$ cat src/psc_pkg.sv
// shared constants, types and strap decoders for the strap clocking block
package psc_pkg;
  localparam int PLAT_W = 5;
  localparam int CORE_W = 4;
  localparam int LB_W = 8;
  localparam int LB_OUTS = 3;
  localparam int SERDES_N = 2;

  // platform ratio strap codes; a legal code equals the ratio itself
  localparam logic [4:0] PLAT_LO = 5'h02;
  localparam logic [4:0] PLAT_HI = 5'h0A;
  localparam logic [4:0] PLAT_C12 = 5'h0C;
  localparam logic [4:0] PLAT_C14 = 5'h0E;
  localparam logic [4:0] PLAT_C15 = 5'h0F;
  localparam logic [4:0] PLAT_C16 = 5'h10;
  localparam logic [4:0] PLAT_C17 = 5'h11;
  localparam logic [4:0] PLAT_C18 = 5'h12;
  localparam logic [4:0] PLAT_NONE = 5'h00;

  // core ratio strap codes and ratio times two
  localparam logic [3:0] CORE_C20 = 4'h8;
  localparam logic [3:0] CORE_C25 = 4'hA;
  localparam logic [3:0] CORE_C30 = 4'hC;
  localparam logic [3:0] CORE_C35 = 4'hE;
  localparam logic [3:0] CORE_C40 = 4'h0;
  localparam logic [3:0] CORE_C45 = 4'h2;
  localparam logic [3:0] CORE_X2_20 = 4'h4;
  localparam logic [3:0] CORE_X2_25 = 4'h5;
  localparam logic [3:0] CORE_X2_30 = 4'h6;
  localparam logic [3:0] CORE_X2_35 = 4'h7;
  localparam logic [3:0] CORE_X2_40 = 4'h8;
  localparam logic [3:0] CORE_X2_45 = 4'h9;
  localparam logic [3:0] CORE_NONE = 4'h0;

  // edges after reset release before synced straps are trusted
  localparam logic [1:0] SETTLE_CYC = 2'h2;
  localparam logic [7:0] LB_DIV_MIN = 8'h02;

  typedef struct packed {
    logic [4:0] plat_ratio;
    logic plat_ok;
    logic [3:0] core_x2;
    logic core_ok;
    logic core_speed_hi;
    logic net_div_hi;
  } psc_cfg_t;

  typedef enum logic [1:0] {PSC_SETTLE, PSC_LATCH, PSC_RUN} psc_state_t;

  function automatic logic psc_plat_legal(input logic [4:0] code);
    psc_plat_legal = ((code >= PLAT_LO) && (code <= PLAT_HI)) || (code == PLAT_C12) ||
                     (code == PLAT_C14) || (code == PLAT_C15) || (code == PLAT_C16) ||
                     (code == PLAT_C17) || (code == PLAT_C18);
  endfunction : psc_plat_legal

  function automatic logic [3:0] psc_core_x2(input logic [3:0] code);
    logic [3:0] r;
    r = CORE_NONE;
    case (code)
      CORE_C20: r = CORE_X2_20;
      CORE_C25: r = CORE_X2_25;
      CORE_C30: r = CORE_X2_30;
      CORE_C35: r = CORE_X2_35;
      CORE_C40: r = CORE_X2_40;
      CORE_C45: r = CORE_X2_45;
      default: r = CORE_NONE;
    endcase
    psc_core_x2 = r;
  endfunction : psc_core_x2
endpackage : psc_pkg

$ cat src/psc_strap_clk.sv
// strap sampling, ratio decode and derived clock generation for the platform
`timescale 1ns/1ps
module psc_strap_clk
  import psc_pkg::*;
#(
  parameter int NSERDES = SERDES_N,
  parameter int NLB = LB_OUTS
) (
  input wire logic clk,
  input wire logic nrst,
  input wire logic [PLAT_W-1:0] platform_ratio_strap,
  input wire logic [CORE_W-1:0] core_ratio_strap,
  input wire logic core_speed_strap,
  input wire logic network_divider_strap,
  input wire logic [LB_W-1:0] local_bus_divider_field,
  output psc_cfg_t cfg_q,
  output logic cfg_done_q,
  output logic platform_pll_en_q,
  output logic core_pll_en_q,
  output logic pci_pll_en_q,
  output logic [NSERDES-1:0] serdes_pll_en_q,
  output logic mem_bus_clk_q,
  output logic [NLB-1:0] local_bus_clock_out
);
  localparam int SW = PLAT_W + CORE_W + 2;

  logic [SW-1:0] strap_s1_q;
  logic [SW-1:0] strap_s2_q;
  psc_state_t state_q;
  psc_state_t state_d;
  logic [1:0] settle_q;
  logic lb_clk;

  // two-stage synchroniser for the strap pins
  always_ff @(posedge clk or negedge nrst) begin
    if (!nrst) begin
      strap_s1_q <= '0;
      strap_s2_q <= '0;
    end else begin
      strap_s1_q <= {platform_ratio_strap, core_ratio_strap, core_speed_strap,
                     network_divider_strap};
      strap_s2_q <= strap_s1_q;
    end
  end

  // decode of the synchronised straps
  wire logic [PLAT_W-1:0] plat_code = strap_s2_q[SW-1 -: PLAT_W];
  wire logic [CORE_W-1:0] core_code = strap_s2_q[CORE_W+1 -: CORE_W];
  wire logic plat_ok = psc_plat_legal(plat_code);
  wire logic [3:0] core_x2 = psc_core_x2(core_code);
  wire logic core_ok = (core_x2 != CORE_NONE);
  psc_cfg_t cfg_dec;
  assign cfg_dec.plat_ratio = plat_ok ? plat_code : PLAT_NONE;
  assign cfg_dec.plat_ok = plat_ok;
  assign cfg_dec.core_x2 = core_x2;
  assign cfg_dec.core_ok = core_ok;
  assign cfg_dec.core_speed_hi = strap_s2_q[1];
  assign cfg_dec.net_div_hi = strap_s2_q[0];

  // settle, latch once, then run until the next reset
  always_comb begin
    state_d = state_q;
    unique case (state_q)
      PSC_SETTLE: if (settle_q == SETTLE_CYC) state_d = PSC_LATCH;
      PSC_LATCH: state_d = PSC_RUN;
      PSC_RUN: state_d = PSC_RUN;
      default: state_d = PSC_SETTLE;
    endcase
  end

  // state and one-time capture of the configuration
  always_ff @(posedge clk or negedge nrst) begin
    if (!nrst) begin
      state_q <= PSC_SETTLE;
      settle_q <= '0;
      cfg_q <= '0;
      cfg_done_q <= 1'b0;
    end else begin
      state_q <= state_d;
      if (state_q == PSC_SETTLE) settle_q <= settle_q + 2'h1;
      if (state_q == PSC_LATCH) begin
        cfg_q <= cfg_dec;
        cfg_done_q <= 1'b1;
      end
    end
  end

  // platform and core PLL enables follow the latched configuration; PCI and SerDes enables follow the latch alone
  wire logic plat_run_d = cfg_done_q && cfg_q.plat_ok;
  wire logic core_run_d = plat_run_d && platform_pll_en_q && cfg_q.core_ok;
  always_ff @(posedge clk or negedge nrst) begin
    if (!nrst) begin
      platform_pll_en_q <= 1'b0;
      core_pll_en_q <= 1'b0;
      pci_pll_en_q <= 1'b0;
      serdes_pll_en_q <= '0;
    end else begin
      platform_pll_en_q <= plat_run_d;
      core_pll_en_q <= core_run_d;
      pci_pll_en_q <= cfg_done_q;
      serdes_pll_en_q <= {NSERDES{cfg_done_q}};
    end
  end

  // memory bus clock toggles every platform cycle: half rate
  always_ff @(posedge clk or negedge nrst) begin
    if (!nrst) mem_bus_clk_q <= 1'b0;
    else mem_bus_clk_q <= platform_pll_en_q ? ~mem_bus_clk_q : 1'b0;
  end

  // local bus clock divider, fanned out to each output pin
  psc_clk_div #(.W(LB_W)) u_lb_div (
    .clk(clk),
    .nrst(nrst),
    .en(platform_pll_en_q),
    .div(local_bus_divider_field),
    .clk_q(lb_clk)
  );
  always_ff @(posedge clk or negedge nrst) begin
    if (!nrst) local_bus_clock_out <= '0;
    else local_bus_clock_out <= {NLB{lb_clk}};
  end

  // checks
  property p_plat_latch;
    @(posedge clk) disable iff (!nrst)
    (state_q == PSC_LATCH) |=> (cfg_q.plat_ratio == ($past(plat_ok) ? $past(plat_code) : PLAT_NONE));
  endproperty
  a_plat_latch: assert property (p_plat_latch) else $error("platform ratio latch wrong");

  property p_plat_reserved;
    @(posedge clk) disable iff (!nrst)
    cfg_done_q && !cfg_q.plat_ok |-> (cfg_q.plat_ratio == PLAT_NONE) && !platform_pll_en_q;
  endproperty
  a_plat_reserved: assert property (p_plat_reserved) else $error("reserved code ran pll");

  property p_core_latch;
    @(posedge clk) disable iff (!nrst)
    (state_q == PSC_LATCH) |=> (cfg_q.core_x2 == psc_core_x2($past(core_code)));
  endproperty
  a_core_latch: assert property (p_core_latch) else $error("core ratio latch wrong");

  property p_hold;
    @(posedge clk) disable iff (!nrst)
    (state_q == PSC_RUN) |=> $stable(cfg_q) && cfg_done_q;
  endproperty
  a_hold: assert property (p_hold) else $error("latched config changed");

  property p_plat_en;
    @(posedge clk) disable iff (!nrst)
    $rose(cfg_done_q) && cfg_q.plat_ok |=> platform_pll_en_q ##1 (core_pll_en_q == cfg_q.core_ok);
  endproperty
  a_plat_en: assert property (p_plat_en) else $error("pll enable sequence wrong");

  property p_core_en;
    @(posedge clk) disable iff (!nrst)
    core_pll_en_q |-> platform_pll_en_q && cfg_q.core_ok;
  endproperty
  a_core_en: assert property (p_core_en) else $error("core pll without platform");

  property p_mem_half;
    @(posedge clk) disable iff (!nrst)
    platform_pll_en_q ##1 platform_pll_en_q |-> (mem_bus_clk_q != $past(mem_bus_clk_q));
  endproperty
  a_mem_half: assert property (p_mem_half) else $error("memory clock not half rate");

  property p_lb_div2;
    @(posedge clk) disable iff (!nrst)
    (platform_pll_en_q && local_bus_divider_field == LB_DIV_MIN)[*4] |->
      (local_bus_clock_out[0] != $past(local_bus_clock_out[0]));
  endproperty
  a_lb_div2: assert property (p_lb_div2) else $error("local bus divide by two wrong");

  property p_side_plls;
    @(posedge clk) disable iff (!nrst)
    $rose(cfg_done_q) |=> pci_pll_en_q && (serdes_pll_en_q == {NSERDES{1'b1}});
  endproperty
  a_side_plls: assert property (p_side_plls) else $error("pci or serdes pll not enabled");
endmodule : psc_strap_clk

$ cat src/psc_clk_div.sv
// programmable clock divider producing a registered divided clock level
`timescale 1ns/1ps
module psc_clk_div
  import psc_pkg::*;
#(
  parameter int W = LB_W
) (
  input wire logic clk,
  input wire logic nrst,
  input wire logic en,
  input wire logic [W-1:0] div,
  output logic clk_q
);
  logic [W-1:0] cnt_q;
  logic [W-1:0] cnt_d;
  wire logic [W-1:0] eff = (div < W'(LB_DIV_MIN)) ? W'(LB_DIV_MIN) : div; // floor of two
  wire logic [W-1:0] half = eff >> 1;
  wire logic wrap = (cnt_q >= eff - W'(1));

  // count one period of the divided clock
  assign cnt_d = (!en || wrap) ? '0 : cnt_q + W'(1);

  // high for the first eff/2 cycles of each period, rounded down
  always_ff @(posedge clk or negedge nrst) begin
    if (!nrst) begin
      cnt_q <= '0;
      clk_q <= 1'b0;
    end else begin
      cnt_q <= cnt_d;
      clk_q <= en && (cnt_d < half);
    end
  end
endmodule : psc_clk_div

$ cat config.mk
export PLATFORM = sky130hd
export DESIGN_NAME = psc_strap_clk
export DESIGN_NICKNAME = d
export VERILOG_FILES = /design/src/psc_pkg.sv /design/src/psc_strap_clk.sv /design/src/psc_clk_div.sv
export SDC_FILE = /design/constraint.sdc
export NUM_CORES = 1
export LEC_CHECK = 0
export BUFFER_PORTS_ARGS = -buffer_cell sky130_fd_sc_hd__buf_2
export CAP_MARGIN = 20
export CORE_ASPECT_RATIO = 0.9
export CORE_UTILIZATION = 35
export DETAILED_ROUTE_END_ITERATION = 12
export SLEW_MARGIN = 20
export SYNTH_ARGS = -nofsm -noshare
export SYNTH_HDL_FRONTEND = slang
export SYNTH_SLANG_ARGS = --single-unit
$ cat constraint.sdc
create_clock -name clk -period 4.1 [get_ports clk]
set_input_delay 0.615 -clock clk [delete_from_list [all_inputs] [get_ports clk]]
set_output_delay 0.615 -clock clk [all_outputs]
set_load 0.1 [all_outputs]
After elaboration in Yosys (flattened, before gate mapping) --
Cells that the tools add are included.
Cells by class: $add $sub $neg 3, order comparisons 5, equality and inequality tests 15, multiplexer cells 7, bitwise operators 1, reductions and logical operators 17
Operators by type and width (number):
- $pmux W4 S6 | 1
- $eq A4 B4 Y1 const B | 4
- $mux W8 | 2
- $eq A5 B4 Y1 const B | 3
- $eq A5 B5 Y1 const B | 3
- $add A8 B1 Y8 const B | 1
- $ge A8 B8 Y1 | 1
- $lt A8 B2 Y1 const B | 1
- $lt A8 B7 Y1 | 1
- $sub A8 B1 Y8 const B | 1
- $logic_or A1 B1 Y1 | 7
- $ge A5 B2 Y1 const B | 1
- $le A5 B4 Y1 const B | 1
- $logic_and A1 B1 Y1 | 5
- $mux W5 | 1
- $eq A2 B2 Y1 const B | 2
- $eq A4 B2 Y1 const B | 1
- $logic_not A4 Y1 | 1
- $pmux W2 S2 | 1
- $reduce_bool A4 Y1 | 1
- $add A2 B1 Y2 const B | 1
- $eq A2 B1 Y1 const B | 1
- $logic_not A2 Y1 | 1
- $mux W2 | 1
- 5 further kinds | 5
Storage, ports and cells: bits in registers 55, input bits 21, output and inout port bits 23, word-level logic and storage cells 67

Longest topological paths before layout --
depth after elaboration 9, depth in mapped cells 18

Modules after synthesis --
Synthesis repeated with hierarchy kept, for this count alone.
Second synthesis, totals: cells, all modules 214, area total of the unflattened synthesis 2498.6 um^2
By module, submodules not included:
- psc_strap_clk | instances 1, cells each 118, area each 1642.8 um^2, seq. area each 1126.1 um^2
- psc_clk_div | instances 1, cells each 96, area each 855.8 um^2, seq. area each 225.2 um^2

Worst setup path after synthesis --
Ideal clock, no wire load.
path type input-to-reg, start point input local_bus_divider_field[4], end point register u_lb_div.clk_q, library setup time 0.124 ns, arrival 3.652 ns, required time 3.976 ns, path slack 0.324 ns, cell stages on the path 15, buffers on the path 0, path through nor4_1 nand3_1 o21ai_0 ha_1 ha_1 nor2b_1 o211a_1 o31ai_4 a21oi_2 nor3_1 ha_1 and3_1 nand4_1 o21a_1 o31a_1
On the way: longest elaborated chain between the ends 8
Ends and longest elaborated chain:
- start, declared | RTL line psc_strap_clk.sv:15 | input wire logic [LB_W-1:0] local_bus_divider_field,
- $lt A8 B2 Y1 | RTL line psc_clk_div.sv:16 | wire logic [W-1:0] eff = (div < W'(LB_DIV_MIN)) ? W'(LB_DIV_MIN) : div;
- $mux W8 * | RTL line psc_clk_div.sv:16
- $sub A8 B1 Y8 * | RTL line psc_clk_div.sv:18 | wire logic wrap = (cnt_q >= eff - W'(1));
- $ge A8 B8 Y1 * | RTL line psc_clk_div.sv:18
- $logic_or A1 B1 Y1 * | RTL line psc_clk_div.sv:21 | assign cnt_d = (!en || wrap) ? '0 : cnt_q + W'(1);
- $mux W8 * | RTL line psc_clk_div.sv:21
- net u_lb_div.cnt_d[6] | RTL line psc_clk_div.sv:15 | logic [W-1:0] cnt_d;
- $lt A8 B7 Y1 * | RTL line psc_clk_div.sv:30 | clk_q <= en && (cnt_d < half);
- $logic_and A1 B1 Y1 * | RTL line psc_clk_div.sv:30
- end signal, assigned | RTL line psc_clk_div.sv:30
- end, declared | RTL line psc_clk_div.sv:12 | output logic clk_q
The timed path passes the listed nets; every way through them passes the cells marked *. A chain may end at the register's enable or synchronous reset.

Worst setup path after layout --
Ends and elaborated chain as after synthesis.

==> metrics <==
DR iter-0 viols=59; Synth Flop Type=dfrtp_1; min Tclk post-route=3.842 ns; top-count cell post-synth=dfrtp_1; period utilization=0.9370; final hold vios=0; fmax=260.3 MHz; # nets final=287; initial antenna violation count=0; sw frac=0.3070; layout cells sized above 1=0.2834; Core Region=6284 µm²; CTS Root Cell=clkbuf_8; area leader, netlist=dfrtp_1; grt ovf=0; DIE AREA=7016 µm²; Placed Instance Area=2675 µm²; sequential share of the synthesized area=0.5775; Comb power frac=0.185; Leak=1.415 nW; RePlAce Congestion=0.8084; DP HPWL=3.092 mm; # fillers=600; initial core utilization=0.3724; design area=2826 µm²; Area Growth Syn to Fin=20.80%; top cells by count, synth=54 x dfrtp_1, 20 x ha_1, 17 x inv_1; Sequential Power Share=0.503; Residual DRC=0; CP required=4.30 ns; Avg Inst Size Synth=12.12 µm²; CTS sink count=54; top post-synthesis cells by area=dfrtp_1 58%, ha_1 11%, inv_1 2.7%, nand3_1 2.4%, xnor2_1 2.2%; vias in the first global route=1447; net switching power figure=0.0003539 W; Post-Syn Area=2340 µm²; Reg clk slew, reported paths=0.09 ns; Clk Latency, worst-skew pair=0.30 ns; first-pass GRT wire length=7.038 mm; Worst Slack Setup Final=0.2584 ns; Tightest Pin Transition=0.6753 ns; all-layer global routing usage=0.1325; largest net degree at the start of global routing=55; DP Worst Slack=-0.1003 ns; floorplan row count=27; # diodes=0; htree depth=2; design internal power=0.0007989 W; status=finished, final reports clean; Pwr Density=407.9 nW/µm²; final setup violation count=0; Worst VDD drop=191.3 µV; CTS tree=done; Overall Power=0.001153 W; final wirelength=4.184 mm; crit path kind=in2reg; CP endpoint kind=flop; Worst Path Arrival=4.04 ns; I/O pin count=44; Antenna Nets Post-Route=0; 1st-pass router iterations=4; Worst Setup Start Kind=input pin; Port Buffers=43; Clock Power Share=0.312; Worst Path Max Fanout=7; WL/cell=12.53 µm; clock skew=0.003758 ns; Vias/cell=4.557; Die Wd=88.19 µm; synth unique cells=34; clock buffer depth=2; hold_buf cts=0; Slew HR=0.5498; Syn. warnings=0; number of synthesized flops with an enable pin=0; cell count after synthesis=193; Synth top area share=0.5775; Async SR Flop Fraction=1.000; total CTS buffers=5; worst hold path type=reg2reg; Net Count, Synth=234; RSZ-0062 raised after global routing=false; Max-Cap Viols=0; count of state elements after synthesis=54; Die Ht=79.57 µm; fin. max-slew vios=0; routed vias=1522; reg2reg setup slack=1.23 ns
[cell usage in the layout (no fill, tap or decap), types with 2 or more instances in the layout]
cell / instances
o211a_1: 2
nor2b_1: 5
xor2_1: 6
nand2_1: 9
nand3_1: 11
xnor2_1: 6
and3_1: 4
buf_2: 43
ha_1: 20
clkbuf_8: 5
dfrtp_1: 54
nor2_1: 3
nor3_2: 4
nand2b_1: 3
inv_1: 17
o21ai_0: 9
a21o_1: 3
a21oi_1: 4
nor3_1: 5
a22o_1: 5
mux2_2: 4
buf_4: 8
[power by group through the flow]
stage / sequential (W) / combinational, W / clock (W)
floorplan: 0.000671 / 0.0000737 / 0
global placement: 0.000591 / 0.000208 / 0
detailed placement: 0.000591 / 0.000210 / 0
CTS: 0.000580 / 0.000211 / 0.000371
global route: 0.000584 / 0.000228 / 0.000399
finish: 0.000580 / 0.000213 / 0.000360
[metal layers]
layer	GRT usage	wire length, µm	up-vias
met5	0	0	-
met4	0.03387	36	0
met3	0.03413	237	5
met2	0.1977	1789	46
met1	0.1910	2121	704
li1	-	-	767
[critical path, stage by stage]
cell and delay, ns:
buf_2 0.11, nor4_1 0.35, nand3_1 0.15, o21ai_0 0.25, ha_1 0.27, xnor2_1 0.09
ha_1 0.29, a31oi_1 0.08, nor2b_1 0.21, o31ai_4 0.08, a21oi_2 0.37, nor3_2 0.11
ha_1 0.32, and3_1 0.19, nand4_1 0.14, o21a_1 0.19, o31a_1 0.22
[worst paths after layout]
check / startpoint / to / depth (start not counted)
worst max-delay path: local_bus_divider_field[4] / u_lb_div.clk_q / 17
min in group asynchronous: nrst / u_lb_div.cnt_q[4] / 2
worst max register to register: u_lb_div.cnt_q[0] / u_lb_div.clk_q / 12
max in group asynchronous: nrst / cfg_q[2] / 2
worst min register to register: strap_s1_q[0] / strap_s2_q[0] / 0
worst min-delay path: strap_s1_q[0] / strap_s2_q[0] / 0
[logic make-up (layout without fill, tap and decap cells)]
kind of cell | count (synthesis) | after routing | share of synthesized area
adder cells (fa/ha/maj) | 20 | 20 | 0.1070
flip-flops | 54 | 54 | 0.5775
buffers and inverters | 22 | 76 | 0.04171
multiplexers | 5 | 5 | 0.02353
AND/OR/NAND/NOR | 51 | 51 | 0.1144
AO/OA/AOI/OAI | 29 | 29 | 0.09091
XOR/XNOR | 12 | 12 | 0.04492
[flip-flops by register name, indices dropped and copies added, names as in the netlist]
name / count
u_lb_div.clk_q: 1
state_q: 2
platform_pll_en_q: 1
strap_s1_q: 11
cfg_done_q: 1
cfg_q: 13
settle_q: 2
local_bus_clock_out: 1
u_lb_div.cnt_q: 8
core_pll_en_q: 1
mem_bus_clk_q: 1
strap_s2_q: 11
serdes_pll_en_q: 1
[layout make-up]
class                      count  area (µm²)  share of cell area
timing repair buffer          51       275.3             0.09739
sequential                    54        1351              0.4781
inverter                      17       63.81             0.02258
clock buffer                   5       68.82             0.02435
clock inverter                 3       47.55             0.01682
multi-input combinational    117       910.9              0.3223
tap                           87       108.9             0.03851
[through the flow]
stage               cells  utilization  setup TNS [ns]  hold slack (ns)
floorplan             193            -               0           0.3194
global placement      324       0.4257        -0.04849           0.3314
detailed placement    324       0.4257         -0.1003           0.3347
CTS                   332       0.4442               0           0.3576
global route          334       0.4498               0           0.3659
finish                334       0.4498               0           0.3544
[repair_timing]
item,4_1_cts,5_1_grt
endpoints found under the setup margin,0,1
resized for setup,0,4
buffers inserted,0,2
No activity file was read; power rests on OpenSTA's default activity.
